**config.mk**
```make
export PLATFORM = sky130hd
export DESIGN_NAME = spmc_mode_cfg
export DESIGN_NICKNAME = d
export VERILOG_FILES = /design/src/logic/spmc_mode_cfg.v
export VERILOG_INCLUDE_DIRS = /design/src /design/src/logic
export SDC_FILE = /design/constraint.sdc
export NUM_CORES = 1
export LEC_CHECK = 0
export ABC_CLOCK_PERIOD_IN_PS = 3050
export BUFFER_PORTS_ARGS = -buffer_cell sky130_fd_sc_hd__buf_2
export CAP_MARGIN = 20
export CELL_PAD_IN_SITES_DETAIL_PLACEMENT = 1
export CELL_PAD_IN_SITES_GLOBAL_PLACEMENT = 1
export CORE_MARGIN = 2
export CORE_UTILIZATION = 51
export CTS_BUF_LIST = sky130_fd_sc_hd__clkbuf_8
export DETAILED_ROUTE_END_ITERATION = 6
export HOLD_SLACK_MARGIN = 0.02
export PLACE_DENSITY_LB_ADDON = 0.2
export SETUP_SLACK_MARGIN = 0.2
export SYNTH_ARGS = -nofsm -noshare
export SYNTH_HDL_FRONTEND = slang
export SYNTH_HIERARCHICAL = 1
export SYNTH_SLANG_ARGS = --single-unit
```
**constraint.sdc**
```tcl
create_clock -name clk -period 3.05 [get_ports clk]
set_input_delay 0 -clock clk [delete_from_list [all_inputs] [get_ports clk]]
set_output_delay 0 -clock clk [all_outputs]
set_load 0.02 [all_outputs]
```
**src/logic/spmc_regs.vh**
```
`ifndef SPMC_REGS_VH
`define SPMC_REGS_VH

// Bit positions of each mode inside the mode word; the weight of a mode is 2**bit.
`define SPMC_BIT_QUIET      0
`define SPMC_BIT_COMPUTER   1
`define SPMC_BIT_PWGATE     2
`define SPMC_BIT_HWFLOW     3
`define SPMC_BIT_MULTIDROP  5
`define SPMC_BIT_MODEM      6
`define SPMC_BIT_PARFIX     7
`define SPMC_BIT_SWFLOW     8
`define SPMC_BIT_QUEUE      9
`define SPMC_BIT_RS485      10
`define SPMC_BIT_FRAME7E1   11
`define SPMC_BIT_PROMPT     12

// Width of the mode word.
`define SPMC_MODE_W         13

// Mask of the positions that hold a mode; bit 4 (weight 16) holds none.
`define SPMC_MODE_MASK      13'h1_FEF

// Reset value: parity fix, software flow control and the queue are on.
`define SPMC_MODE_RST       13'h0_380

// Flow-control characters.
`define SPMC_CHAR_XON       8'h11
`define SPMC_CHAR_XOFF      8'h13

// Default rate of the first serial port and the clock rate.
`define SPMC_BAUD_FIRST     19200
`define SPMC_CLK_HZ         100000000
`define SPMC_BAUD_DIV       (`SPMC_CLK_HZ / `SPMC_BAUD_FIRST)

`endif

```
**src/logic/spmc_mode_cfg.v**
```verilog
`include "spmc_regs.vh"

// Synchronous FIFO with valid and ready on both sides.
module spmc_fifo #(
  parameter WIDTH = 9,
  parameter DEPTH = 16,
  parameter AW    = 4
) (
  clk,
  nrst,
  in_data,
  in_valid,
  in_ready,
  out_data,
  out_valid,
  out_ready,
  one_deep
);
  input  wire             clk;
  input  wire             nrst;
  input  wire [WIDTH-1:0] in_data;
  input  wire             in_valid;
  output wire             in_ready;
  output reg  [WIDTH-1:0] out_data;
  output wire             out_valid;
  input  wire             out_ready;
  input  wire             one_deep;

  reg [WIDTH-1:0] mem [0:DEPTH-1];  // Storage words.
  reg [AW-1:0]    wr_ptr_ff;        // Next write slot.
  reg [AW-1:0]    rd_ptr_ff;        // Next read slot.
  reg [AW:0]      cnt_ff;           // Words held.

  wire full  = (cnt_ff == DEPTH) || (one_deep && (cnt_ff != 0));
  wire empty = (cnt_ff == 0);
  wire push  = in_valid && !full;
  wire pop   = out_ready && !empty;

  // Ready when a slot is free; in one-deep mode only while empty.
  assign in_ready  = !full;
  assign out_valid = !empty;

  // Pointers and count advance on each accepted push and pop.
  always @(posedge clk or negedge nrst) begin
    if (!nrst) begin
      wr_ptr_ff <= {AW{1'b0}};
      rd_ptr_ff <= {AW{1'b0}};
      cnt_ff    <= {(AW+1){1'b0}};
    end else begin
      if (push) begin
        wr_ptr_ff <= wr_ptr_ff + 1'b1;
      end
      if (pop) begin
        rd_ptr_ff <= rd_ptr_ff + 1'b1;
      end
      if (push && !pop) begin
        cnt_ff <= cnt_ff + 1'b1;
      end else if (pop && !push) begin
        cnt_ff <= cnt_ff - 1'b1;
      end
    end
  end

  // The storage array itself carries no reset.
  always @(posedge clk) begin
    if (push) begin
      mem[wr_ptr_ff] <= in_data;
    end
  end

  // Read data is combinationally the head word.
  always @* begin
    out_data = mem[rd_ptr_ff];
  end
endmodule // spmc_fifo

// What this block does
// - Mode code is the weight sum.
// - Quiet drops unsolicited output, keeps requested.
// - Computer mode suppresses echo of received characters.
// - Password gate blocks all but help until a valid password arrives.
// - Framing bit selects 7E1 over 8N1.
// - RS-485 on second port beats multidrop.
// - Multidrop accepts only commands with own identifier.
// - Modem mode sends init string, raises lines.
// - Parity-fix enable flag drives the receiver.
// - Software flow control bit governs XON/XOFF.
// - Buffer bit enables full sixteen-word queue.
// - Prompt bit requests prompt in terminal mode.
// - Fix, flow and queue default on.
// - Each port keeps its own mode word.
// - First port defaults 19200 baud 8N1.
module spmc_mode_cfg #(
  parameter [9:0] OWN_ID = 10'h1_2D,  // Arbitrary default identifier.
  parameter       DEPTH  = 16,
  parameter       AW     = 4
) (
  clk,
  nrst,
  cfg_wr,
  cfg_port,
  cfg_mode,
  combined_config_code,
  tx_in_data,
  tx_in_solicited,
  tx_in_valid,
  tx_in_ready,
  tx_out_data,
  tx_out_parity,
  tx_out_valid,
  tx_out_ready,
  rx_char,
  rx_valid,
  echo_data,
  echo_valid,
  cmd_valid,
  cmd_is_help,
  cmd_id_present,
  cmd_id,
  pw_ok,
  cmd_accept,
  prompt_req,
  cts_in,
  dtr_out,
  rts_out,
  modem_init_req,
  rs485_en,
  multidrop_en,
  frame_7e1,
  parity_fix_enable,
  baud_div_first
);
  input  wire                       clk;
  input  wire                       nrst;
  input  wire                       cfg_wr;                // Write a mode word.
  input  wire                       cfg_port;              // 0 first_serial_port, 1 second_serial_port.
  input  wire [`SPMC_MODE_W-1:0]    cfg_mode;              // New mode word.
  output wire [2*`SPMC_MODE_W-1:0]  combined_config_code;  // Per-port weight sums.
  input  wire [15:0]                tx_in_data;            // Outgoing characters, 8 bits per port.
  input  wire [1:0]                 tx_in_solicited;       // Character answers a command.
  input  wire [1:0]                 tx_in_valid;
  output wire [1:0]                 tx_in_ready;
  output reg  [15:0]                tx_out_data;           // Characters to the serialiser.
  output reg  [1:0]                 tx_out_parity;         // Even parity bit, used in 7E1.
  output wire [1:0]                 tx_out_valid;
  input  wire [1:0]                 tx_out_ready;
  input  wire [15:0]                rx_char;               // Received characters.
  input  wire [1:0]                 rx_valid;
  output reg  [15:0]                echo_data;             // Characters to echo.
  output reg  [1:0]                 echo_valid;
  input  wire [1:0]                 cmd_valid;             // A parsed command line.
  input  wire [1:0]                 cmd_is_help;
  input  wire [1:0]                 cmd_id_present;
  input  wire [19:0]                cmd_id;                // Identifier per port, 10 bits.
  input  wire [1:0]                 pw_ok;                 // Valid password received.
  output reg  [1:0]                 cmd_accept;            // Command may execute.
  output reg  [1:0]                 prompt_req;            // Emit a prompt.
  input  wire [1:0]                 cts_in;                // Clear to send from the line.
  output reg  [1:0]                 dtr_out;
  output reg  [1:0]                 rts_out;
  output reg  [1:0]                 modem_init_req;        // Send the modem init string.
  output reg  [1:0]                 rs485_en;
  output reg  [1:0]                 multidrop_en;
  output reg  [1:0]                 frame_7e1;
  output reg  [1:0]                 parity_fix_enable;
  output wire [15:0]                baud_div_first;        // First port bit-time divisor.

  localparam [31:0] BAUD_DIV_FULL = `SPMC_BAUD_DIV;  // Divisor at its natural width, cut below.
  assign baud_div_first = BAUD_DIV_FULL[15:0];

  genvar p;
  generate
    for (p = 0; p < 2; p = p + 1) begin : g_port
      reg [`SPMC_MODE_W-1:0] mode_ff;      // This port's mode word.
      reg                    unlocked_ff;  // Password accepted.
      reg                    xoff_ff;      // Far side asked to pause.
      reg                    modem_prev_ff; // Modem bit as it stood one cycle ago.
      wire [7:0]             q_data;
      wire                   q_sol;
      wire                   q_valid;
      wire                   q_ready;
      wire                   q_in_ready;
      wire [7:0]             in_ch = tx_in_data[8*p +: 8];
      wire [7:0]             rx_ch = rx_char[8*p +: 8];
      wire                   drop;
      wire                   sw_flow = mode_ff[`SPMC_BIT_SWFLOW];
      wire                   hw_flow = mode_ff[`SPMC_BIT_HWFLOW];
      wire                   is_flow_ch;
      wire                   id_ok;
      reg  [`SPMC_MODE_W-1:0] sum;
      integer                i;

      always @(posedge clk or negedge nrst) begin
        if (!nrst) begin
          mode_ff <= `SPMC_MODE_RST;
        end else if (cfg_wr && (cfg_port == p)) begin
          mode_ff <= cfg_mode & `SPMC_MODE_MASK;
        end
      end

      always @* begin
        sum = {`SPMC_MODE_W{1'b0}};
        for (i = 0; i < `SPMC_MODE_W; i = i + 1) begin
          if (mode_ff[i]) begin
            sum = sum + (13'h0_001 << i);
          end
        end
      end
      assign combined_config_code[`SPMC_MODE_W*p +: `SPMC_MODE_W] = sum;

      assign drop = mode_ff[`SPMC_BIT_QUIET] && !tx_in_solicited[p];

      // Dropped characters are taken at once so the source never stalls on them.
      assign tx_in_ready[p] = drop || q_in_ready;

      spmc_fifo #(
        .WIDTH (9),
        .DEPTH (DEPTH),
        .AW    (AW)
      ) u_fifo (
        .clk       (clk),
        .nrst      (nrst),
        .in_data   ({tx_in_solicited[p], in_ch}),
        .in_valid  (tx_in_valid[p] && !drop),
        .in_ready  (q_in_ready),
        .out_data  ({q_sol, q_data}),
        .out_valid (q_valid),
        .out_ready (q_ready),
        .one_deep  (!mode_ff[`SPMC_BIT_QUEUE])
      );

      assign is_flow_ch = sw_flow && rx_valid[p] &&
                          ((rx_ch == `SPMC_CHAR_XON) || (rx_ch == `SPMC_CHAR_XOFF));

      // Track the pause request from the far side; flow control off clears it.
      always @(posedge clk or negedge nrst) begin
        if (!nrst) begin
          xoff_ff <= 1'b0;
        end else if (!sw_flow) begin
          xoff_ff <= 1'b0;
        end else if (is_flow_ch) begin
          xoff_ff <= (rx_ch == `SPMC_CHAR_XOFF);
        end
      end

      assign tx_out_valid[p] = q_valid && !xoff_ff && !(hw_flow && !cts_in[p]);
      assign q_ready         = tx_out_ready[p] && !xoff_ff && !(hw_flow && !cts_in[p]);

      always @* begin
        if (mode_ff[`SPMC_BIT_FRAME7E1]) begin
          tx_out_data[8*p +: 8] = {1'b0, q_data[6:0]};
          tx_out_parity[p]      = ^q_data[6:0];
        end else begin
          tx_out_data[8*p +: 8] = q_data;
          tx_out_parity[p]      = 1'b0;
        end
        frame_7e1[p]         = mode_ff[`SPMC_BIT_FRAME7E1];
        parity_fix_enable[p] = mode_ff[`SPMC_BIT_PARFIX];
      end

      always @(posedge clk or negedge nrst) begin
        if (!nrst) begin
          echo_valid[p]       <= 1'b0;
          echo_data[8*p +: 8] <= 8'h00;
        end else begin
          echo_valid[p]       <= rx_valid[p] && !mode_ff[`SPMC_BIT_COMPUTER] && !is_flow_ch;
          echo_data[8*p +: 8] <= rx_ch;
        end
      end

      always @* begin
        rs485_en[p]     = (p == 1) && mode_ff[`SPMC_BIT_RS485];
        multidrop_en[p] = mode_ff[`SPMC_BIT_MULTIDROP] && !rs485_en[p];
      end

      assign id_ok = !multidrop_en[p] || (cmd_id_present[p] && (cmd_id[10*p +: 10] == OWN_ID));

      always @(posedge clk or negedge nrst) begin
        if (!nrst) begin
          unlocked_ff <= 1'b0;
        end else if (!mode_ff[`SPMC_BIT_PWGATE]) begin
          unlocked_ff <= 1'b0;
        end else if (pw_ok[p]) begin
          unlocked_ff <= 1'b1;
        end
      end

      always @(posedge clk or negedge nrst) begin
        if (!nrst) begin
          cmd_accept[p] <= 1'b0;
          prompt_req[p] <= 1'b0;
        end else begin
          cmd_accept[p] <= cmd_valid[p] && id_ok &&
                           (!mode_ff[`SPMC_BIT_PWGATE] || unlocked_ff || cmd_is_help[p]);
          prompt_req[p] <= cmd_valid[p] && id_ok && mode_ff[`SPMC_BIT_PROMPT] &&
                           !mode_ff[`SPMC_BIT_COMPUTER];
        end
      end

      // Pulses once each time the modem bit turns on, so a word loaded after power-up still fires.
      // modem init
      always @(posedge clk or negedge nrst) begin
        if (!nrst) begin
          modem_prev_ff     <= 1'b0;
          modem_init_req[p] <= 1'b0;
          dtr_out[p]        <= 1'b0;
          rts_out[p]        <= 1'b0;
        end else begin
          modem_prev_ff     <= mode_ff[`SPMC_BIT_MODEM];
          modem_init_req[p] <= mode_ff[`SPMC_BIT_MODEM] && !modem_prev_ff;
          dtr_out[p]        <= mode_ff[`SPMC_BIT_MODEM] || hw_flow;
          rts_out[p]        <= mode_ff[`SPMC_BIT_MODEM] || (hw_flow && q_valid);
        end
      end
    end
  endgenerate
endmodule // spmc_mode_cfg

```
==> metrics.csv, run 1 <==
stage;metric;value;unit
detailed_routing;aggregate routed wire length;35.9;mm
detailed_routing;routed vias;8536;
timing;final setup skew;0.0292;ns
clock_tree;library cell used as clock root buffer;sky130_fd_sc_hd__clkbuf_8;
timing;RSZ-0062 raised after global routing;yes;
die;Chip Height;170;µm
pwr;Pwr Total;0.0166;W
final_layout;area of all sequential standard cells;0.00980;mm²
grt;pin count of the biggest net entering global routing;74;
critical_path;kind of start point of the critical path;register;
place;DP Wirelength;21.7;mm
detailed_routing;routed wire length per instance;23.3;µm
final_layout;layout cell share with drive strength beyond 1;36.4;%
detailed_routing;1st-iter DRT viols;591;
clock_tree;source-to-sink clock delay at the later pin of the worst-skew pair;0.59;ns
die;floorplan core area;0.0270;mm²
detailed_routing;total iterations of the first detailed-routing run;7;
critical_path;required time reported for the critical path endpoint;3.05;ns
die;number of top-level design ports;187;
timing;Final Slew Violations;0;
clock_tree;deepest level of the CTS H-tree;2;
critical_path;path depth of the worst reg2reg path;11;
clock_tree;post-CTS clock slew at the launch and capture registers of the worst setup and hold paths;0.06;ns
run;max-cap viol count;0;
run_status;violations in the final reports;setup timing;
critical_path;worst reg2reg startpoint;g_port[0].u_fifo/cnt_ff[2];
timing;summed negative setup slack over all endpoints;-0.223;ns
critical_path;crit path capture;tx_out_parity[0];
grt;via count of the first global-routing pass;9539;
critical_path;biggest cell delay along the critical path;0.51;ns
timing;time the final worst path needs with I/O delays and setup;3.17;ns
timing;number of setup violations in the final report;2;
final_layout;total of fill cells in the finished design;2492;
detailed_routing;number of vias per cell after detailed routing;5.54;
place;Placed Area;0.0152;mm²
die;starting density of the core;52.1;%
clock_tree;TritonCTS clock tree;done;
critical_path;Crit Path Class;reg -> out;
min_path;hold crit path type;in -> reg;
critical_path;launch point of the worst path;g_port[0].u_fifo/rd_ptr_ff[0];
clock_tree;number of buffers added by the clock tree synthesis step;55;
grt;number of antenna violations at the first check in global routing;1;
run_status;outcome;complete, but fails checks;
critical_path;end of the worst register-to-register path;g_port[0].u_fifo/cnt_ff[3];
grt;GRT Total Usage;25.1;%
grt;first-pass GRT wire length;54.6;mm
critical_path;maximum fanout along the worst path;6;
critical_path;slowest stage cell on the critical path;sky130_fd_sc_hd__dfrtp_4;
critical_path;worst endpoint data arrival time;3.17;ns
final_layout;fin nets;1264;
pwr;power density relative to cell area;939;mW/mm²
final_layout;area taken by multi-input logic gates;0.00408;mm²
synthesis;Mapped Avg Cell Area;16.5;µm²
timing;Highest Clock Rate;0.315;GHz
critical_path;Worst setup EP type;primary output;
die;total die area;0.0289;mm²
timing;Slew headroom;37.7;%
synthesis;synthesized instance count;848;
place;port buffer count;166;
detailed_routing;number of antenna-violating nets in the routed design;0;
timing;Fin Hold WS;0.0381;ns
synthesis;number of warnings reported in the yosys synthesis log;6;
place;GP Congestion;0.777;
timing;Worst-Margin Slew;0.934;ns
critical_path;cell depth of the worst setup path;11;
pwr;static leakage power;6.90;nW
critical_path;worst reg-to-reg setup slack;0.34;ns
timing;hold violation total from the final report;0;
detailed_routing;residual DRC count;0;
final_layout;post-route cell area;0.0176;mm²
synthesis;area of the mapped netlist;0.0140;mm²
timing;Period Utilization, post-route;104;%
pwr;Worst VDD drop;0.461;mV
timing;PnR worst setup slack;-0.124;ns
die;die extent in x;170;µm
critical_path;Crit path max-delay family;XOR/XNOR gates;
clock_tree;clock sinks;340;
final_layout;area grow syn2layout;25.6;%
critical_path;chain of cells forming the critical path;buf_4 > buf_4 > mux2_2 > o21ai_1 > a21oi_1 > o21ai_0 > nand2_1 > xnor3_1 > xnor3_1 > and2_1 > buf_2;
grt;GR Overflow Total;0;
critical_path;Buf/Inv on CP;3;
place;pre-CTS setup slack;0.187;ns
clock_tree;worst-case clock buffer depth;3;
die;Row Count;60;
## metal layers
layer,global-route usage [%],routed length (µm),vias up
met2,43.4,18300,330
met4,7.40,844,0
met5,0,0,-
li1,-,-,3792
met3,5.49,2340,61
met1,31.9,14400,4353
## layout make-up
cell class,instances,share of cell area [%]
diodes,1,0.0142
clock buffers,62,4.84
clock inverters,37,1.08
inverters,26,0.582
multi-input cells,441,23.2
flip-flops and latches,340,55.6
well taps,341,2.42
repair buffers,293,12.2
## tightest hold or removal path, stage by stage
cell	delay [ns]
sky130_fd_sc_hd__buf_2	0.07
sky130_fd_sc_hd__nand2b_1	0.10
sky130_fd_sc_hd__and2_1	0.14
sky130_fd_sc_hd__nand2_2	0.08
sky130_fd_sc_hd__inv_4	0.09
sky130_fd_sc_hd__xnor2_1	0.07
## what timing repair did
action / CTS / global route
setup buffers: 24 / 14
hold endpoints to repair: 382 / 0
hold buffers: 68 / 0
setup endpoints to repair: 4 / 8
pin swaps: 11 / 14
resized for setup: 51 / 55
gates cloned: 2 / 0
## power by group
group          total [W]  internal [W]  leakage, nW  switching [W]
logic            0.00698       0.00346         2.99        0.00353
clock network    0.00369       0.00194        0.617        0.00175
registers        0.00588       0.00541         3.30       0.000468
total             0.0166        0.0108         6.90        0.00574
## per-stage QoR
step	instances	utilization (%)
2_1_floorplan	865	-
3_3_place_gp	1333	56.3
3_5_place_dp	1333	56.3
4_1_cts	1526	64.2
5_1_grt	1541	65.4
6_report	1541	65.4
## registers in the layout, indices dropped and copies added (netlist names), 8 cells and up
register and cells:
g_port.u_fifo/rd_ptr_ff 8, g_port.u_fifo/cnt_ff 10, g_port.u_fifo/mem 256, echo_data 16, g_port.mode_ff 24, g_port.u_fifo/wr_ptr_ff 8
## how the worst min path moves through the flow
stage / to / slack [ns] / from / cells past startpoint
after global routing: echo_data[2] / 0.06 / rx_char[2] / 2
after floorplan: cmd_accept[0] / -0.30 / nrst / 0
after CTS: g_port[0].mode_ff[12] / 0.04 / cfg_wr / 4
final: g_port[1].u_fifo/wr_ptr_ff[0] / 0.04 / tx_in_solicited[1] / 6
after global placement: echo_data[8] / 0.12 / rx_char[8] / 1
after detailed placement: echo_data[8] / 0.12 / rx_char[8] / 1
## layout by cell type (no fill, tap or decap), types with 36 or more instances in the layout
master and n:
sky130_fd_sc_hd__inv_1 45, sky130_fd_sc_hd__edfxtp_1 256, sky130_fd_sc_hd__mux2i_1 49, sky130_fd_sc_hd__clkbuf_8 62, sky130_fd_sc_hd__buf_2 162, sky130_fd_sc_hd__nand2_1 36
sky130_fd_sc_hd__dlygate4sd3_1 68, sky130_fd_sc_hd__dfrtp_1 74, sky130_fd_sc_hd__and2_1 37, sky130_fd_sc_hd__buf_4 36
No activity file was read; power rests on OpenSTA's default activity.
==> inputs of run 2 (changes only) <==
GPL_TIMING_DRIVEN = 0   (was unset)
REMOVE_ABC_BUFFERS = 1   (was unset)
==> run 2 against run 1 <==
The run still ends with setup timing left. Critical path depth unchanged. Clock skew grew 0.0082 ns. Worst setup slack got worse by 0.029 ns. Fmax is 0.90% lower. Worst hold slack lost 0.029 ns.
==> metrics.csv, run 2 (synthesized netlist as in run 1, its figures left out) <==
stage;metric;value;unit;change
run_status;outcome;complete, but fails checks;;unchanged
run_status;violations in the final reports;setup timing;;unchanged
min_path;Worst Hold Path Cells;6;;unchanged
die;starting density of the core;52.1;%;unchanged
timing;Highest Clock Rate;0.312;GHz;was 0.315 GHz
place;GP Congestion;0.783;;was 0.777
run;max-cap viol count;0;;unchanged
min_path;Worst Hold Endpoint;g_port[1].u_fifo/wr_ptr_ff[0];;unchanged
die;total die area;0.0289;mm²;unchanged
timing;PnR worst setup slack;-0.153;ns;was -0.124 ns
critical_path;worst endpoint data arrival time;3.20;ns;was 3.17 ns
critical_path;maximum fanout along the worst path;12;;was 6
timing;Slew headroom;54.5;%;was 37.7%
clock_tree;worst-case clock buffer depth;3;;unchanged
pwr;proportion of power drawn by the clock network;21.4;%;was 22.3%
detailed_routing;aggregate routed wire length;38.4;mm;was 35.9 mm
final_layout;area taken by multi-input logic gates;0.00411;mm²;was 0.00408 mm²
pwr;static leakage power;6.81;nW;was 6.90 nW
critical_path;worst reg2reg startpoint;g_port[0].u_fifo/cnt_ff[2];;unchanged
final_layout;final cell count without fillers;1522;;was 1541
final_layout;area of all sequential standard cells;0.00982;mm²;was 0.00980 mm²
detailed_routing;total iterations of the first detailed-routing run;4;;was 7
pwr;Worst VDD drop;0.486;mV;was 0.461 mV
place;total placed cells including tap cells;1318;;was 1333
min_path;hold crit path type;in -> reg;;unchanged
detailed_routing;residual DRC count;0;;unchanged
grt;first-pass GRT wire length;58.2;mm;was 54.6 mm
die;Chip Height;170;µm;unchanged
critical_path;path depth of the worst reg2reg path;7;;was 11
die;Row Count;60;;unchanged
clock_tree;source-to-sink clock delay at the later pin of the worst-skew pair;0.61;ns;was 0.59 ns
timing;Period Utilization, post-route;105;%;was 104%
critical_path;worst reg-to-reg setup slack;0.26;ns;was 0.34 ns
clock_tree;deepest level of the CTS H-tree;2;;unchanged
detailed_routing;1st-iter DRT viols;537;;was 591
grt;via count of the first global-routing pass;9568;;was 9539
clock_tree;post-CTS clock slew at the launch and capture registers of the worst setup and hold paths;0.05;ns;was 0.06 ns
timing;hold violation total from the final report;0;;unchanged
final_layout;fin nets;1244;;was 1264
final_layout;flip-flop count of the largest register after layout;256;;unchanged
pwr;Pwr Total;0.0164;W;was 0.0166 W
critical_path;kind of start point of the critical path;register;;unchanged
detailed_routing;routed wire length per instance;25.2;µm;was 23.3 µm
place;port buffer count;166;;unchanged
critical_path;end of the worst register-to-register path;g_port[0].u_fifo/mem[8][2];;was g_port[0].u_fifo/cnt_ff[3]
timing;final setup skew;0.0374;ns;was 0.0292 ns
pwr;Seq pwr share;36.7;%;was 35.5%
place;pre-CTS setup slack;-0.321;ns;was 0.187 ns
final_layout;largest registers;g_port.u_fifo/mem: 256 flops, g_port.mode_ff: 24 flops, echo_data: 16 flops;;unchanged
final_layout;most frequent cells in the layout;sky130_fd_sc_hd__edfxtp_1 (256), sky130_fd_sc_hd__buf_2 (163), sky130_fd_sc_hd__dlygate4sd3_1 (66);;was sky130_fd_sc_hd__edfxtp_1 (256), sky130_fd_sc_hd__buf_2 (162), sky130_fd_sc_hd__dfrtp_1 (74)
grt;GRT Total Usage;27.1;%;was 25.1%
min_path;startpoint of the lowest-slack hold path;tx_in_solicited[1];;unchanged
critical_path;Worst setup EP type;primary output;;unchanged
pwr;internal power component;0.0105;W;was 0.0108 W
clock_tree;library cell used as clock root buffer;sky130_fd_sc_hd__clkbuf_8;;unchanged
place;DP Wirelength;22.2;mm;was 21.7 mm
final_layout;largest register by flop count;g_port.u_fifo/mem;;unchanged
timing;Worst-Margin Slew;0.682;ns;was 0.934 ns
die;die extent in x;170;µm;unchanged
pwr;power density relative to cell area;936;mW/mm²;was 939 mW/mm²
pwr;switching portion of total power;36.1;%;was 34.7%
grt;GR Overflow Total;0;;unchanged
detailed_routing;routed vias;8697;;was 8536
timing;time the final worst path needs with I/O delays and setup;3.20;ns;was 3.17 ns
clock_tree;TritonCTS clock tree;done;;unchanged
grt;pin count of the biggest net entering global routing;59;;was 74
final_layout;layout cell share with drive strength beyond 1;35.5;%;was 36.4%
final_layout;antenna cell count;0;;was 1
final_layout;Final Util;64.9;%;was 65.4%
clock_tree;number of buffers added by the clock tree synthesis step;53;;was 55
final_layout;most frequent standard cell in the layout excluding fill and tap cells;sky130_fd_sc_hd__edfxtp_1;;unchanged
grt;number of antenna violations at the first check in global routing;0;;was 1
final_layout;area grow syn2layout;24.7;%;was 25.6%
critical_path;required time reported for the critical path endpoint;3.05;ns;about the same
detailed_routing;number of vias per cell after detailed routing;5.71;;was 5.54
clock_tree;clock sinks;340;;unchanged
timing;number of setup violations in the final report;2;;unchanged
detailed_routing;number of antenna-violating nets in the routed design;0;;unchanged
pwr;combinational cell fraction of total power;41.9;%;was 42.2%
die;floorplan core area;0.0270;mm²;unchanged
timing;Final Slew Violations;0;;unchanged
final_layout;total of fill cells in the finished design;2441;;was 2492
die;number of top-level design ports;187;;unchanged
pwr;switching power summed over all nets;0.00591;W;was 0.00574 W
critical_path;Crit Path Class;reg -> out;;unchanged
timing;RSZ-0062 raised after global routing;yes;;unchanged
## run 2: changes by cell type in the layout (fill, tap and decap cells not counted), sizes merged
cell and delta:
clkinv +2, bufinv -1, dlygate4sd3 -2, clkbuf -4
buf -17, inv +4, diode -1
## run 2: how the worst max path moves through the flow
stage | start | to | slack [ns]
after floorplan | g_port[0].u_fifo/rd_ptr_ff[0] | tx_out_parity[0] | -0.54
after global placement | g_port[1].u_fifo/rd_ptr_ff[0] | tx_out_parity[1] | -1.45
after detailed placement | g_port[0].u_fifo/rd_ptr_ff[1] | tx_out_parity[0] | -0.32
after CTS | g_port[1].u_fifo/rd_ptr_ff[0] | tx_out_parity[1] | -0.11
after global routing | g_port[1].u_fifo/rd_ptr_ff[0] | tx_out_parity[1] | -0.28
final | g_port[1].u_fifo/rd_ptr_ff[0] | tx_out_parity[1] | -0.15
## run 2: metrics by stage
stage	setup TNS (ns)	hold slack [ns]	cell area [µm²]
3_3_place_gp	-13.62	0.120	15000
2_1_floorplan	-1.08	-0.296	13700
5_1_grt	-0.530	0.0449	17500
6_report	-0.234	0.00874	17500
4_1_cts	-0.214	0.0269	17300
3_5_place_dp	-0.598	-0.0436	15100
## run 2: critical path, stage by stage (launching register included)
cell,delay [ns]
sky130_fd_sc_hd__dfrtp_4,0.50
sky130_fd_sc_hd__buf_12,0.17
sky130_fd_sc_hd__buf_16,0.16
sky130_fd_sc_hd__buf_4,0.14
sky130_fd_sc_hd__mux2i_1,0.13
sky130_fd_sc_hd__a221oi_2,0.26
sky130_fd_sc_hd__a22oi_1,0.14
sky130_fd_sc_hd__nand2_1,0.15
sky130_fd_sc_hd__xor2_1,0.18
sky130_fd_sc_hd__xnor3_2,0.48
sky130_fd_sc_hd__and2_4,0.18
sky130_fd_sc_hd__buf_6,0.12
## run 2: timing repair
action	4_1_cts	5_1_grt
hold buffers	67	0
resized for setup	57	35
buffers inserted	27	9
hold endpoints to repair	399	0
setup endpoints to repair	21	8
cloned	2	0
pin swaps	8	12
## run 2: per-layer routing
metal	wire, µm	vias up	GRT usage (%)
li1	-	3775	-
met1	16000	4524	36.5
met2	19100	341	44.7
met3	2390	57	5.53
met4	867	0	8.77
met5	0	-	0
## run 2: power groups by stage
stage,clock [W],combinational [W],sequential [W]
after floorplan,0,0.00326,0.00617
after global placement,0,0.00475,0.00631
after detailed placement,0,0.00488,0.00636
after CTS,0.00355,0.00649,0.00599
after global routing,0.00376,0.00730,0.00606
final,0.00350,0.00687,0.00601
## run 2: final cells by class
cell class / instances / share of cell area (%)
clock buffers: 57 / 4.48
clock inverters: 42 / 1.01
inverters: 26 / 0.586
multi-input cells: 441 / 23.5
flip-flops and latches: 340 / 56.1
well taps: 341 / 2.44
repair buffers: 275 / 11.9
==> inputs of run 3 (changes only) <==
HOLD_SLACK_MARGIN = 0.03   (was 0.02)
==> run 3 against run 2 <==
Register-to-register slack gained 0.04 ns. Largest cell class unchanged. Largest power group unchanged. Total power grew 0.23%. Via count grew 0.59%. The flow still finishes with violations (setup timing).
==> metrics.csv, run 3 (synthesized netlist as in run 1, its figures left out) <==
stage;metric;value;unit;change
place;GP Congestion;0.783;;unchanged
timing;time the final worst path needs with I/O delays and setup;3.22;ns;was 3.20 ns
timing;Slew headroom;55.9;%;was 54.5%
timing;Highest Clock Rate;0.311;GHz;was 0.312 GHz
place;Placed Area;0.0151;mm²;unchanged
critical_path;maximum fanout along the worst path;12;;unchanged
die;floorplan core area;0.0270;mm²;unchanged
detailed_routing;residual DRC count;0;;unchanged
critical_path;Worst setup EP type;primary output;;unchanged
clock_tree;number of buffers added by the clock tree synthesis step;53;;unchanged
clock_tree;library cell used as clock root buffer;sky130_fd_sc_hd__clkbuf_8;;unchanged
clock_tree;deepest level of the CTS H-tree;2;;unchanged
final_layout;most frequent standard cell in the layout excluding fill and tap cells;sky130_fd_sc_hd__edfxtp_1;;unchanged
final_layout;fin nets;1245;;was 1244
final_layout;area taken by multi-input logic gates;0.00412;mm²;was 0.00411 mm²
timing;hold violation total from the final report;0;;unchanged
pwr;static leakage power;6.82;nW;was 6.81 nW
critical_path;Crit Path Class;reg -> out;;unchanged
pwr;power density relative to cell area;936;mW/mm²;about the same
run_status;violations in the final reports;setup timing;;unchanged
timing;RSZ-0062 raised after global routing;yes;;unchanged
pwr;Worst VDD drop;0.479;mV;was 0.486 mV
grt;first-pass GRT wire length;59.1;mm;was 58.2 mm
place;DP Wirelength;22.2;mm;unchanged
final_layout;area grow syn2layout;24.9;%;was 24.7%
clock_tree;TritonCTS clock tree;done;;unchanged
final_layout;most frequent cells in the layout;sky130_fd_sc_hd__edfxtp_1 (256), sky130_fd_sc_hd__buf_2 (163), sky130_fd_sc_hd__dlygate4sd3_1 (68);;was sky130_fd_sc_hd__edfxtp_1 (256), sky130_fd_sc_hd__buf_2 (163), sky130_fd_sc_hd__dlygate4sd3_1 (66)
final_layout;largest registers;g_port.u_fifo/mem: 256 flops, g_port.mode_ff: 24 flops, echo_data: 16 flops;;unchanged
final_layout;post-route cell area;0.0175;mm²;about the same
clock_tree;post-CTS clock slew at the launch and capture registers of the worst setup and hold paths;0.06;ns;was 0.05 ns
critical_path;worst endpoint data arrival time;3.22;ns;was 3.20 ns
timing;final setup skew;0.0405;ns;was 0.0374 ns
timing;Final Slew Violations;0;;unchanged
place;port buffer count;166;;unchanged
clock_tree;clock sinks;340;;unchanged
critical_path;required time reported for the critical path endpoint;3.05;ns;about the same
die;Row Count;60;;unchanged
final_layout;largest register by flop count;g_port.u_fifo/mem;;unchanged
final_layout;layout cell share with drive strength beyond 1;35.4;%;was 35.5%
grt;GR Overflow Total;0;;unchanged
die;die extent in x;170;µm;unchanged
die;Chip Height;170;µm;unchanged
final_layout;flip-flop count of the largest register after layout;256;;unchanged
min_path;hold crit path type;in -> reg;;unchanged
final_layout;total of fill cells in the finished design;2442;;was 2441
clock_tree;worst-case clock buffer depth;3;;unchanged
detailed_routing;number of vias per cell after detailed routing;5.74;;was 5.71
clock_tree;source-to-sink clock delay at the later pin of the worst-skew pair;0.62;ns;was 0.61 ns
die;total die area;0.0289;mm²;unchanged
detailed_routing;aggregate routed wire length;39.0;mm;was 38.4 mm
grt;via count of the first global-routing pass;9622;;was 9568
detailed_routing;1st-iter DRT viols;560;;was 537
run_status;outcome;complete, but fails checks;;unchanged
timing;Fin Hold WS;0.0129;ns;was 0.00874 ns
critical_path;worst reg-to-reg setup slack;0.30;ns;was 0.26 ns
grt;pin count of the biggest net entering global routing;59;;unchanged
die;number of top-level design ports;187;;unchanged
die;starting density of the core;52.1;%;unchanged
final_layout;antenna cell count;0;;unchanged
grt;GRT Total Usage;27.6;%;was 27.1%
critical_path;kind of start point of the critical path;register;;unchanged
detailed_routing;routed vias;8748;;was 8697
final_layout;area of all sequential standard cells;0.00982;mm²;about the same
timing;Worst-Margin Slew;0.660;ns;was 0.682 ns
detailed_routing;routed wire length per instance;25.6;µm;was 25.2 µm
timing;PnR worst setup slack;-0.171;ns;was -0.153 ns
timing;number of setup violations in the final report;2;;unchanged
detailed_routing;number of antenna-violating nets in the routed design;0;;unchanged
detailed_routing;total iterations of the first detailed-routing run;4;;unchanged
timing;Period Utilization, post-route;106;%;was 105%
grt;number of antenna violations at the first check in global routing;0;;unchanged
run;max-cap viol count;0;;unchanged
[run 3: cell count changes in the layout (fill, tap and decap cells not counted)]
cell	previous run	this run
sky130_fd_sc_hd__buf_4	19	18
sky130_fd_sc_hd__ha_2	2	1
sky130_fd_sc_hd__dlygate4sd3_1	66	68
sky130_fd_sc_hd__mux2i_1	49	48
sky130_fd_sc_hd__mux2i_2	2	3
sky130_fd_sc_hd__dfrtp_1	65	66
sky130_fd_sc_hd__ha_4	2	3
sky130_fd_sc_hd__dfrtp_2	9	8
[run 3: worst max-delay path, stage by stage, from the launching register on]
cell and delay, ns:
sky130_fd_sc_hd__dfrtp_4 0.50, sky130_fd_sc_hd__buf_12 0.17, sky130_fd_sc_hd__buf_16 0.16, sky130_fd_sc_hd__buf_4 0.14
sky130_fd_sc_hd__mux2i_1 0.14, sky130_fd_sc_hd__a221oi_2 0.26, sky130_fd_sc_hd__a22oi_1 0.14, sky130_fd_sc_hd__nand2_1 0.15
sky130_fd_sc_hd__xor2_1 0.18, sky130_fd_sc_hd__xnor3_2 0.48, sky130_fd_sc_hd__and2_4 0.18, sky130_fd_sc_hd__buf_6 0.12
[run 3: worst paths after layout]
path / start / endpoint / cells after the start
max: g_port[1].u_fifo/rd_ptr_ff[0] / tx_out_parity[1] / 11
min: tx_in_solicited[1] / g_port[1].u_fifo/wr_ptr_ff[1] / 6
max reg2reg: g_port[1].u_fifo/cnt_ff[2] / g_port[1].u_fifo/mem[4][5] / 6
min reg2reg: g_port[0].modem_prev_ff / modem_init_req[0] / 1
max in group asynchronous: nrst / g_port[1].mode_ff[8] / 4
min in group asynchronous: nrst / g_port[1].mode_ff[7] / 3
[run 3: timing repair]
item                       4_1_cts  5_1_grt
gates resized for setup         57       36
hold endpoints to repair       401        0
setup endpoints to repair       21       26
hold buffers                    69        0
buffers inserted                27        8
pin swaps                        8       12
cloned                           2        0
[run 3: metal layers]
layer	vias up	track usage, %	routed length (µm)	part of all wire, %
met5	-	0	0	0
li1	3774	-	-	-
met3	57	5.74	2830	7.2
met4	0	8.92	973	2.5
met1	4522	36.9	15700	40
met2	395	45.9	19500	50
[run 3: cell type report]
class	count	area share [%]
repair buffers	276	11.9
clock inverters	42	1.01
inverters	26	0.585
multi-input cells	441	23.5
well taps	341	2.43
flip-flops and latches	340	56.0
clock buffers	57	4.48
[run 3: through the flow]
step | setup TNS (ns) | utilization, % | setup WS [ns] | power (W) | std cells
6_report | -0.243 | 65.0 | -0.171 | 0.0164 | 1523
5_1_grt | -0.527 | 65.0 | -0.284 | 0.0172 | 1523
4_1_cts | -0.214 | 64.3 | -0.115 | 0.0160 | 1515
3_5_place_dp | -0.598 | 55.9 | -0.321 | 0.0112 | 1318
3_3_place_gp | -13.62 | 55.6 | -1.45 | 0.0111 | 1314
2_1_floorplan | -1.08 | - | -0.540 | 0.00944 | 807
[run 3: report_power, final]
part / internal [W] / switching (W) / leakage (nW) / total [W]
clock: 0.00173 / 0.00178 / 0.587 / 0.00351
combinational: 0.00331 / 0.00358 / 2.95 / 0.00689
sequential: 0.00543 / 0.000577 / 3.29 / 0.00601
